`src/nand_feat_pkg.sv`:
```
package nand_feat_pkg;
  localparam logic [7:0] CMD_READ_MODE   = 8'h00;
  localparam logic [7:0] CMD_RAND_READ   = 8'h05;
  localparam logic [7:0] CMD_RAND_CONF   = 8'hE0;
  localparam logic [7:0] CMD_STATUS      = 8'h70;
  localparam logic [7:0] CMD_UID_READ    = 8'hED;
  localparam logic [7:0] CMD_GET_FEAT    = 8'hEE;
  localparam logic [7:0] CMD_SET_FEAT    = 8'hEF;
  localparam logic [7:0] ADDR_ZERO       = 8'h00;
  localparam logic [7:0] FA_TIMING_MODE  = 8'h01;
  localparam logic [7:0] FA_DRIVE        = 8'h80;
  localparam logic [7:0] FA_RB_PULLDOWN  = 8'h81;
  localparam logic [7:0] FA_ARRAY_OP     = 8'h90;
  localparam logic [7:0] ARRAY_OP_NORMAL = 8'h00;
  localparam logic [7:0] ARRAY_OP_OTP    = 8'h01;
  localparam logic [7:0] ARRAY_OP_PROT   = 8'h03;
  localparam logic [7:0] STATUS_RDY_BIT  = 8'h40;
  localparam logic [7:0] ID_OK_BYTE      = 8'hFF;
  localparam int         UID_COPY_BYTES  = 32;
  localparam int         UID_HALF_BYTES  = 16;
  localparam int         UID_COPIES      = 16;
  localparam int         PARAM_BYTES     = 4;
  localparam int         PPAGE_BYTES     = 256;
  localparam int         PPAGE_CRC_OFS   = 254;
  // Register byte offsets on the APB side
  localparam logic [7:0] REG_CTRL        = 8'h00;
  localparam logic [7:0] REG_STATUS      = 8'h04;
  localparam logic [7:0] REG_FEAT_ADDR   = 8'h08;
  localparam logic [7:0] REG_PARAM_WR    = 8'h0C;
  localparam logic [7:0] REG_PARAM_RD    = 8'h10;
  localparam logic [7:0] REG_UID_LO      = 8'h14;
  localparam logic [7:0] REG_COL         = 8'h18;
  localparam logic [1:0] OP_GET_FEAT     = 2'd0;
  localparam logic [1:0] OP_SET_FEAT     = 2'd1;
  localparam logic [1:0] OP_UID_READ     = 2'd2;
  localparam int         CTRL_GO_BIT     = 0;
  localparam int         CTRL_OP_LSB     = 1;
  localparam int         CTRL_USE_POLL   = 3;
  // Pin timing, in ns, and derived cycles at 100 MHz
  localparam int CLK_PERIOD_NS = 10;
  localparam int T_STROBE_NS   = 50;
  localparam int T_ADL_NS      = 200;
  localparam int T_WB_NS       = 100;
  localparam int STROBE_CYC    = (T_STROBE_NS + CLK_PERIOD_NS - 1) / CLK_PERIOD_NS;
  localparam int ADL_CYC       = (T_ADL_NS + CLK_PERIOD_NS - 1) / CLK_PERIOD_NS;
  localparam int WB_CYC        = (T_WB_NS + CLK_PERIOD_NS - 1) / CLK_PERIOD_NS;
  typedef enum logic [2:0] {
    CYC_IDLE = 3'b000, CYC_SETUP = 3'b001, CYC_LOW = 3'b011, CYC_HIGH = 3'b010
  } cyc_state_t;
  typedef enum logic [3:0] {
    S_IDLE = 4'b0000, S_CMD = 4'b0001, S_ADDR = 4'b0011, S_ADL = 4'b0010,
    S_PWR = 4'b0110, S_BUSY = 4'b0111, S_POLL = 4'b0101, S_RDMODE = 4'b0100,
    S_DOUT = 4'b1100, S_RCOL = 4'b1101, S_DONE = 4'b1111
  } seq_state_t;
endpackage

```
`src/nand_feat_host.sv`:
```
`timescale 1ns/1ps
module nand_feat_host
  import nand_feat_pkg::*;
(
  input  wire logic        i_core_clk,
  input  wire logic        i_sys_rst,
  input  wire logic        i_clk_en,
  input  wire logic        psel,
  input  wire logic        penable,
  input  wire logic        pwrite,
  input  wire logic [7:0]  paddr,
  input  wire logic [31:0] pwdata,
  output logic [31:0]      prdata,
  output logic             pready,
  output logic             pslverr,
  input  wire logic        i_rb_n,
  input  wire logic [7:0]  i_dq,
  output logic [7:0]       o_dq,
  output logic             o_dq_oe_n,
  output logic             o_ce_n,
  output logic             o_cle,
  output logic             o_ale,
  output logic             o_we_n,
  output logic             o_re_n
);
  import nand_feat_pkg::*;

  logic [1:0] rb_sync_reg;
  logic [7:0] dq_s1_reg, dq_s2_reg;
  seq_state_t  st_reg, st_next;
  logic [1:0]  op_reg, op_next;
  logic        poll_reg, poll_next, busy_reg, busy_next;
  logic        ok_reg, ok_next, rsv_reg, rsv_next;
  logic [7:0]  fa_reg, fa_next, col_reg, col_next, idx_reg, idx_next;
  logic [31:0] pw_reg, pw_next, pr_reg, pr_next, uid_reg, uid_next;
  logic [7:0]  xor_fail_reg, xor_fail_next;
  logic [7:0]  wait_reg, wait_next;
  logic        cyc_start, cyc_done;
  logic [1:0]  cyc_kind;
  logic [7:0]  cyc_wdata, cyc_rdata;
  logic [7:0]  mem [0:UID_COPY_BYTES-1];
  logic [31:0] rd_next;
  logic        rdy_next;

  function automatic logic feat_defined(input logic [7:0] fa);
    feat_defined = (fa == FA_TIMING_MODE) || (fa == FA_DRIVE) ||
                   (fa == FA_RB_PULLDOWN) || (fa == FA_ARRAY_OP);
  endfunction

  nand_pin_cycle u_cyc (
    .i_core_clk (i_core_clk), .i_sys_rst (i_sys_rst), .i_ce (i_clk_en),
    .i_start (cyc_start), .i_kind (cyc_kind), .i_wdata (cyc_wdata),
    .i_dq_sync (dq_s2_reg), .o_done (cyc_done), .o_rdata (cyc_rdata),
    .o_cle (o_cle), .o_ale (o_ale), .o_we_n (o_we_n), .o_re_n (o_re_n),
    .o_dq (o_dq), .o_dq_oe_n (o_dq_oe_n)
  );

  // Writes land only at the edge where the master sees pready high
  wire bus_wr = psel && penable && pwrite && pready;
  wire go = bus_wr && (paddr == REG_CTRL) && pwdata[CTRL_GO_BIT] && !busy_reg;
  wire [7:0] n_bytes = (op_reg == OP_UID_READ) ? 8'(UID_COPY_BYTES) : 8'(PARAM_BYTES);
  wire [7:0] p_byte = pw_reg[8*idx_reg[1:0] +: 8];

  always_comb begin
    st_next = st_reg; op_next = op_reg; poll_next = poll_reg; busy_next = busy_reg;
    ok_next = ok_reg; rsv_next = rsv_reg; fa_next = fa_reg; col_next = col_reg;
    idx_next = idx_reg; pw_next = pw_reg; pr_next = pr_reg; uid_next = uid_reg;
    xor_fail_next = xor_fail_reg; wait_next = wait_reg;
    cyc_start = 1'b0; cyc_kind = 2'd0; cyc_wdata = 8'h00;
    if (bus_wr && paddr == REG_FEAT_ADDR && !busy_reg) fa_next = pwdata[7:0];
    if (bus_wr && paddr == REG_PARAM_WR && !busy_reg) pw_next = pwdata;
    if (bus_wr && paddr == REG_COL && !busy_reg) col_next = pwdata[7:0];
    unique case (st_reg)
      S_IDLE: if (go) begin
        op_next = pwdata[CTRL_OP_LSB +: 2];
        poll_next = pwdata[CTRL_USE_POLL];
        busy_next = 1'b1;
        rsv_next = !feat_defined(fa_reg) && pwdata[CTRL_OP_LSB +: 2] != OP_UID_READ;
        idx_next = 8'h00;
        xor_fail_next = 8'h00;
        st_next = S_PWR;
      end
      S_PWR: if (rb_sync_reg[1]) begin
        // Only start once all dies report ready on R/B#
        cyc_start = 1'b1;
        cyc_kind = 2'd0;
        cyc_wdata = (op_reg == OP_UID_READ) ? CMD_UID_READ :
                    (op_reg == OP_SET_FEAT) ? CMD_SET_FEAT : CMD_GET_FEAT;
        st_next = S_CMD;
      end
      S_CMD: if (cyc_done) begin
        cyc_start = 1'b1;
        cyc_kind = 2'd1;
        cyc_wdata = (op_reg == OP_UID_READ) ? ADDR_ZERO : fa_reg;
        st_next = S_ADDR;
      end
      S_ADDR: if (cyc_done) begin
        wait_next = (op_reg == OP_SET_FEAT) ? 8'(ADL_CYC) : 8'(WB_CYC);
        st_next = (op_reg == OP_SET_FEAT) ? S_ADL : S_BUSY;
      end
      S_ADL: if (wait_reg != 8'h00) begin
        wait_next = wait_reg - 8'h01;
      end else if (idx_reg == 8'h00 || cyc_done) begin
        // Leave only after the last byte's strobe has fully finished
        if (idx_reg == 8'(PARAM_BYTES)) begin
          wait_next = 8'(WB_CYC);
          st_next = S_BUSY;
        end else begin
          cyc_start = 1'b1;
          cyc_kind = 2'd2;
          cyc_wdata = p_byte;
          idx_next = idx_reg + 8'h01;
        end
      end
      S_BUSY: if (wait_reg != 8'h00) begin
        wait_next = wait_reg - 8'h01;
      end else if (poll_reg) begin
        cyc_start = 1'b1;
        cyc_kind = 2'd0;
        cyc_wdata = CMD_STATUS;
        idx_next = 8'h00;
        st_next = S_POLL;
      end else if (rb_sync_reg[1]) begin
        // Busy covers page read, feature or interface change time alike
        st_next = (op_reg == OP_SET_FEAT) ? S_DONE : S_RDMODE;
      end
      S_POLL: if (cyc_done) begin
        // First done is the 70h command itself; only read results count
        if (idx_reg != 8'h00 && (cyc_rdata & STATUS_RDY_BIT) != 8'h00) begin
          st_next = (op_reg == OP_SET_FEAT) ? S_DONE : S_RDMODE;
        end else begin
          cyc_start = 1'b1;
          cyc_kind = 2'd3;
          idx_next = 8'h01;
        end
      end
      S_RDMODE: begin
        // Sent after R/B# waits too; harmless and keeps one path
        cyc_start = 1'b1;
        cyc_kind = 2'd0;
        cyc_wdata = CMD_READ_MODE;
        idx_next = 8'h00;
        st_next = S_RCOL;
      end
      S_RCOL: if (cyc_done) begin
        // Steps: 05h, column, column high, E0h
        if (op_reg == OP_UID_READ && col_reg != 8'h00 && idx_reg != 8'h04) begin
          cyc_start = 1'b1;
          cyc_kind = (idx_reg == 8'h01 || idx_reg == 8'h02) ? 2'd1 : 2'd0;
          cyc_wdata = (idx_reg == 8'h00) ? CMD_RAND_READ :
                      (idx_reg == 8'h01) ? col_reg :
                      (idx_reg == 8'h02) ? ADDR_ZERO : CMD_RAND_CONF;
          idx_next = idx_reg + 8'h01;
        end else begin
          idx_next = 8'h00;
          st_next = S_DOUT;
        end
      end
      S_DOUT: if (cyc_done || idx_reg == 8'h00) begin
        if (idx_reg == n_bytes) begin
          st_next = S_DONE;
        end else begin
          cyc_start = 1'b1;
          cyc_kind = 2'd3;
          idx_next = idx_reg + 8'h01;
        end
      end
      S_DONE: begin
        busy_next = 1'b0;
        ok_next = (op_reg != OP_UID_READ) || (xor_fail_reg == 8'h00);
        if (op_reg == OP_GET_FEAT && rsv_reg) pr_next = 32'h0000_0000;
        st_next = S_IDLE;
      end
      default: st_next = S_IDLE;
    endcase
  end

  always_comb begin
    rdy_next = psel && penable && !pready;
    unique case (paddr)
      REG_STATUS:    rd_next = {29'h0, rsv_reg, ok_reg, busy_reg};
      REG_FEAT_ADDR: rd_next = {24'h0, fa_reg};
      REG_PARAM_WR:  rd_next = pw_reg;
      REG_PARAM_RD:  rd_next = pr_reg;
      REG_UID_LO:    rd_next = uid_reg;
      REG_COL:       rd_next = {24'h0, col_reg};
      default:       rd_next = 32'h0000_0000;
    endcase
  end

  always_ff @(posedge i_core_clk or posedge i_sys_rst) begin
    if (i_sys_rst) begin
      rb_sync_reg <= 2'b00; dq_s1_reg <= 8'h00; dq_s2_reg <= 8'h00;
      st_reg <= S_IDLE; op_reg <= OP_GET_FEAT; poll_reg <= 1'b0; busy_reg <= 1'b0;
      ok_reg <= 1'b0; rsv_reg <= 1'b0; fa_reg <= 8'h00; col_reg <= 8'h00;
      idx_reg <= 8'h00; pw_reg <= 32'h0; pr_reg <= 32'h0; uid_reg <= 32'h0;
      xor_fail_reg <= 8'h00; wait_reg <= 8'h00;
      prdata <= 32'h0; pready <= 1'b0; pslverr <= 1'b0; o_ce_n <= 1'b1;
    end else if (i_clk_en) begin
      rb_sync_reg <= {rb_sync_reg[0], i_rb_n};
      dq_s1_reg <= i_dq;
      dq_s2_reg <= dq_s1_reg;
      st_reg <= st_next; op_reg <= op_next; poll_reg <= poll_next;
      busy_reg <= busy_next; ok_reg <= ok_next; rsv_reg <= rsv_next;
      fa_reg <= fa_next; col_reg <= col_next; idx_reg <= idx_next;
      pw_reg <= pw_next; uid_reg <= uid_next; wait_reg <= wait_next;
      pr_reg <= pr_next;
      xor_fail_reg <= xor_fail_next;
      if (st_reg == S_DOUT && cyc_done) begin
        mem[idx_reg[4:0] - 5'd1] <= cyc_rdata;
        if (op_reg != OP_UID_READ && !rsv_reg)
          pr_reg[8*2'(idx_reg[1:0] - 2'd1) +: 8] <= cyc_rdata;
        if (op_reg == OP_UID_READ && idx_reg > 8'(UID_HALF_BYTES) &&
            (cyc_rdata ^ mem[idx_reg[4:0] - 5'd17]) != ID_OK_BYTE)
          xor_fail_reg <= xor_fail_reg + 8'h01;
        if (op_reg == OP_UID_READ && idx_reg <= 8'd4)
          uid_reg[8*2'(idx_reg[1:0] - 2'd1) +: 8] <= cyc_rdata;
      end
      prdata <= rd_next;
      pready <= rdy_next;
      pslverr <= 1'b0;
      o_ce_n <= !busy_next;
    end
  end
endmodule

```
`src/nand_pin_cycle.sv`:
```
`timescale 1ns/1ps
module nand_pin_cycle
  import nand_feat_pkg::*;
(
  input  wire logic       i_core_clk,
  input  wire logic       i_sys_rst,
  input  wire logic       i_ce,
  input  wire logic       i_start,
  input  wire logic [1:0] i_kind,
  input  wire logic [7:0] i_wdata,
  input  wire logic [7:0] i_dq_sync,
  output logic            o_done,
  output logic [7:0]      o_rdata,
  output logic            o_cle,
  output logic            o_ale,
  output logic            o_we_n,
  output logic            o_re_n,
  output logic [7:0]      o_dq,
  output logic            o_dq_oe_n
);
  // Kind: 0 command, 1 address, 2 data write, 3 data read
  cyc_state_t  st_reg, st_next;
  logic [3:0]  cnt_reg, cnt_next;
  logic [1:0]  kind_reg, kind_next;
  logic [7:0]  rd_reg, rd_next;
  logic        done_next;
  logic        cle_next, ale_next, we_next, re_next, oe_next;
  logic [7:0]  dq_next;

  always_comb begin
    st_next = st_reg;
    cnt_next = cnt_reg;
    kind_next = kind_reg;
    rd_next = rd_reg;
    done_next = 1'b0;
    cle_next = o_cle;
    ale_next = o_ale;
    we_next = o_we_n;
    re_next = o_re_n;
    oe_next = o_dq_oe_n;
    dq_next = o_dq;
    unique case (st_reg)
      CYC_IDLE: if (i_start) begin
        kind_next = i_kind;
        cle_next = (i_kind == 2'd0);
        ale_next = (i_kind == 2'd1);
        oe_next = (i_kind == 2'd3);
        dq_next = i_wdata;
        cnt_next = 4'(STROBE_CYC);
        st_next = CYC_SETUP;
      end
      CYC_SETUP: begin
        we_next = (kind_reg == 2'd3);
        re_next = (kind_reg != 2'd3);
        st_next = CYC_LOW;
      end
      CYC_LOW: if (cnt_reg == 4'h0) begin
        // Data sampled before RE# rises; the bus is double synchronised
        rd_next = i_dq_sync;
        we_next = 1'b1;
        re_next = 1'b1;
        cnt_next = 4'(STROBE_CYC);
        st_next = CYC_HIGH;
      end else begin
        cnt_next = cnt_reg - 4'h1;
      end
      CYC_HIGH: if (cnt_reg == 4'h0) begin
        cle_next = 1'b0;
        ale_next = 1'b0;
        oe_next = 1'b1;
        done_next = 1'b1;
        st_next = CYC_IDLE;
      end else begin
        cnt_next = cnt_reg - 4'h1;
      end
      default: st_next = CYC_IDLE;
    endcase
  end

  always_ff @(posedge i_core_clk or posedge i_sys_rst) begin
    if (i_sys_rst) begin
      st_reg <= CYC_IDLE;
      cnt_reg <= 4'h0;
      kind_reg <= 2'd0;
      rd_reg <= 8'h00;
      o_done <= 1'b0;
      o_cle <= 1'b0;
      o_ale <= 1'b0;
      o_we_n <= 1'b1;
      o_re_n <= 1'b1;
      o_dq <= 8'h00;
      o_dq_oe_n <= 1'b1;
    end else if (i_ce) begin
      st_reg <= st_next;
      cnt_reg <= cnt_next;
      kind_reg <= kind_next;
      rd_reg <= rd_next;
      o_done <= done_next;
      o_cle <= cle_next;
      o_ale <= ale_next;
      o_we_n <= we_next;
      o_re_n <= re_next;
      o_dq <= dq_next;
      o_dq_oe_n <= oe_next;
    end
  end
  assign o_rdata = rd_reg;
endmodule
```
`config.mk`:
```
export PLATFORM = sky130hd
export DESIGN_NAME = nand_feat_host
export DESIGN_NICKNAME = d
export VERILOG_FILES = /design/src/nand_feat_pkg.sv /design/src/nand_feat_host.sv /design/src/nand_pin_cycle.sv
export SDC_FILE = /design/constraint.sdc
export NUM_CORES = 1
export LEC_CHECK = 0
export ABC_AREA = 1
export BUFFER_PORTS_ARGS = -buffer_cell sky130_fd_sc_hd__buf_2
export CORE_UTILIZATION = 35
export CTS_CLUSTER_DIAMETER = 60
export DETAILED_ROUTE_END_ITERATION = 10
export PLACE_DENSITY = 0.62
export SLEW_MARGIN = 20
export SYNTH_ARGS = -nofsm -noshare
export SYNTH_HDL_FRONTEND = slang
export SYNTH_SLANG_ARGS = --single-unit
export TNS_END_PERCENT = 5
```
`constraint.sdc`:
```
create_clock -name i_core_clk -period 7.4 [get_ports i_core_clk]
set_input_delay 0.37 -clock i_core_clk [delete_from_list [all_inputs] [get_ports i_core_clk]]
set_output_delay 0.37 -clock i_core_clk [all_outputs]
set_load 0.02 [all_outputs]
```
==> results by group <==
Layout
  – Share of layout cells above drive strength 1: 0.113
  – Register area: around 13000 sq um
  – Fin cells: between 3000 and 4000
  – Max FFs per register: between 200 and 300
  – Area growth syn-to-layout: 15.4%
  – Final instance area: 25500 sq um
  – Fin nets: around 2500
  – Fillers: between 6000 and 7000
  – Final core occ: 0.411
  – Area of the multi-input gates: 7480 sq um

Global routing
  – Grt met1 use: 0.264
  – First-pass GRT wire length: 97.4 mm
  – Routing usage on met2: 0.316
  – Initial antenna violation count: 1
  – Gr usage total: 0.196
  – Met3 usage: 0.0267
  – Largest net degree at the start of global routing: 121
  – Grt total ovfl: 0
  – Number of global-route vias before repair: 16923
  – Most Crowded Layer GR: met2

Pwr
  – Leak: 10.7 nW
  – VDD IR max: 342 uV
  – Sequential power share: 0.358
  – Pwr per Cell Area: 389 nW/um^2
  – Clock group share of total power: 0.277
  – Switch Pwr: 4.07 mW
  – Cell Int Power: ~5.8 mW
  – Tot Pwr: approximately 10 mW
  – Power share of the combinational group: 0.365
  – Sw Share: 0.411

STA
  – Slew headroom: 0.283
  – Final worst-path cycle share: 0.624
  – Final critical-path required period: 4.62 ns
  – Final hold viol count: 6
  – Setup TNS: 0 ns
  – RSZ-0062 raised after global routing: no
  – Final setup viols: 0
  – Fmax: 217 MHz
  – Clk_skew: around 0.055 ns
  – Worst Slack Setup Final: 2.78 ns
  – Actual transition at the worst max-transition pin: approximately 1.1 ns
  – Hold WS: -0.0239 ns
  – Final Max Tran Viols: 0

Die
  – Die width: 253 um
  – Die height: 253 um
  – Ports: approximately 100
  – Row count: 91
  – Starting Density: 0.356
  – Die area: approximately 64000 sq um
  – Core ar.: just over 60000 sq um

Placed design
  – Port buffer count: 101
  – Dpl cells: 3173
  – Hpwl dp: 40.1 mm
  – RePlAce Congestion: about 0.90
  – Cell Area, Placed: 23300 sq um
  – Dpl ws: around 2.8 ns

Setup path
  – Worst path required time: ~7.9 ns
  – Kind of critical path: flop to flop
  – Startpoint class of the critical path: flop
  – Crit path DAT: 5.08 ns
  – Slowest CP cell: dfrtp_4
  – Worst path max stage delay: 1.13 ns
  – Crit path max fanout: 96
  – CP endpoint kind: flop
  – CP Cell Sequence: inv_4, ha_1, nand2_1, nand2_4, inv_4, nand3_1, nand3_1, nand3_1, nand2_1, nand2_1, nand2_1, nand3_1, nor2_2, nand2_2, nand3_1, nand3_1, nand2_1, nand2_1

Run status
  – Status: finished, violations left
  – Violations in the final reports: hold timing

Clock tree
  – CTS Sinks: 484
  – CTS root buffer: clkbuf_16
  – Setup repair bufs after CTS: 0
  – CTS Buf Count: 51
  – Max clock buf depth: 3
  – Clk_lat worst skew: a little over 0.6 ns
  – CTS tree: done
  – CTS clock-pin slew for the worst setup and hold paths: approximately 0.060 ns
  – # H-tree levels: 2

Logic synthesis
  – YS warnings: 0
  – Ranking of synthesized cells by area: edfxtp_1 (35%), dfrtp_1 (25%), nand2_1 (10%), nand3_1 (7.1%), o21ai_0 (3.7%)
  – Seq/Total Area, Yosys: 0.607
  – Share of the synthesized area in the top cell type: 0.348
  – Syn Inst Count: 2324
  – Synth Net Count: between 2000 and 2500
  – Async SR Flop Fraction: 0.471
  – Synthesized area per cell: 9.49 sq um
  – Library cells used by synthesis: 59
  – Post-synth top area cell: edfxtp_1
  – Mapped cell area: roughly 22000 sq um
  – Top FF cell, synth: edfxtp_1
  – Synthesized flop and latch total: 484
  – EDFF count, synth: 256

Drt
  – Vias: 17370
  – DRC Markers: 0
  – First DRT Iteration DRCs: between 1500 and 2000
  – WL final: around 63 mm
  – WL/cell: 19.0 um
  – Antenna-violating nets left: 0
  – First-pass DRT Iterations: 8
  – Vias per cell: 5.26

Flow run
  – Max Cap Viol: 0

Hold path
  – Min-delay worst type: primary input to async pin
-- power by group through the flow --
| stage | combinational [mW] | sequential, mW | clock (mW) |
|---|---|---|---|
| after floorplan | 2.55 | 3.49 | 0 |
| after global placement | 3.55 | 3.59 | 0 |
| after detailed placement | 3.58 | 3.59 | 0 |
| after CTS | 3.61 | 3.54 | 2.79 |
| after global routing | 4.03 | 3.57 | 2.88 |
| final | 3.61 | 3.55 | 2.74 |
-- per-layer routing --
layer / wire length [um] / vias to the layer above
met5: 0 / -
met4: 2460 / 0
met3: 3740 / 128
met2: 29600 / 646
met1: 26800 / 8484
li1: - / 8112
-- layout make-up --
class	instances	area share
sequential	484	0.527
multi-input combinational	1551	0.294
clock inverter	26	0.0150
inverter	183	0.0276
timing repair buffer	156	0.0398
tap	837	0.0411
antenna	1	0.0000983
clock buffer	67	0.0558
-- synthesized netlist by cell type (all sizes together) (3+ instances only) --
cell type and number:
a21o 5, nand4 13, mux2 17, o21ai 190, dfstp 4, nand2 622, a32o 3, a22oi 3
nor4 11, xor2 9, o211ai 3, nor2 172, buf 58, nand3 318, ha 16, a22o 6
a221oi 18, a21oi 74, clkbuf 48, o221ai 3, edfxtp 256, a31oi 7, dfrtp 224, nor3 25
inv 182, o22ai 19
-- worst max-delay path, delay by kind of cell (launching register included) --
kind          cells  cell delay [ns]
fa+ha+maj         1             0.46
simple gates     15             1.88
flops             1             1.13
buf+inv           2             0.97
-- kinds of logic (layout without fill, tap and decap cells) --
logic type,count (synthesis),after routing,synth area share
simple gates,1165,1165,0.229
mux,17,17,0.00868
xor+xnor,10,10,0.00431
fa+ha+maj,16,16,0.00907
compound gates,342,342,0.0875
flops,484,484,0.607
other cells,1,2,0.000170
buf+inv,289,432,0.0543
-- worst paths after layout --
kind	startpoint	slack [ns]	depth (start not counted)	to
min in group i_core_clk	i_dq[4]	0.03	3	dq_s1_reg[4]$_DFFE_PP0P_
max	idx_reg[0]$_DFFE_PP0P_	2.78	18	xor_fail_reg[2]$_DFFE_PP0P_
max reg2reg	idx_reg[0]$_DFFE_PP0P_	2.78	18	xor_fail_reg[2]$_DFFE_PP0P_
min reg2reg	u_cyc.o_dq[5]$_DFFE_PP0P_	0.47	2	u_cyc.o_dq[5]$_DFFE_PP0P_
max in group asynchronous	i_sys_rst	6.01	3	u_cyc.o_ale$_DFFE_PP0P_
min	i_sys_rst	-0.02	2	dq_s1_reg[5]$_DFFE_PP0P_
-- cell usage in the layout, fill, tap and decap left out, types with 9 or more instances in the layout --
cell type	n
inv_1	166
dfrtp_1	219
o22ai_1	19
dlygate4sd3_1	38
nor2_1	161
clkbuf_16	52
a21oi_1	74
a221oi_1	17
nand4_1	11
buf_2	101
o21ai_0	164
edfxtp_1	256
nor2_2	9
ha_1	15
inv_2	12
buf_4	17
o21ai_1	26
nand2_1	616
mux2_2	17
nand3_1	311
nor3_1	20
-- timing repair --
action | in CTS | in global routing
hold endpoints to repair | 38 | 0
gates resized for setup | 0 | 0
hold buffers | 38 | 0
Note: power is estimated with default switching activity, not from simulation.
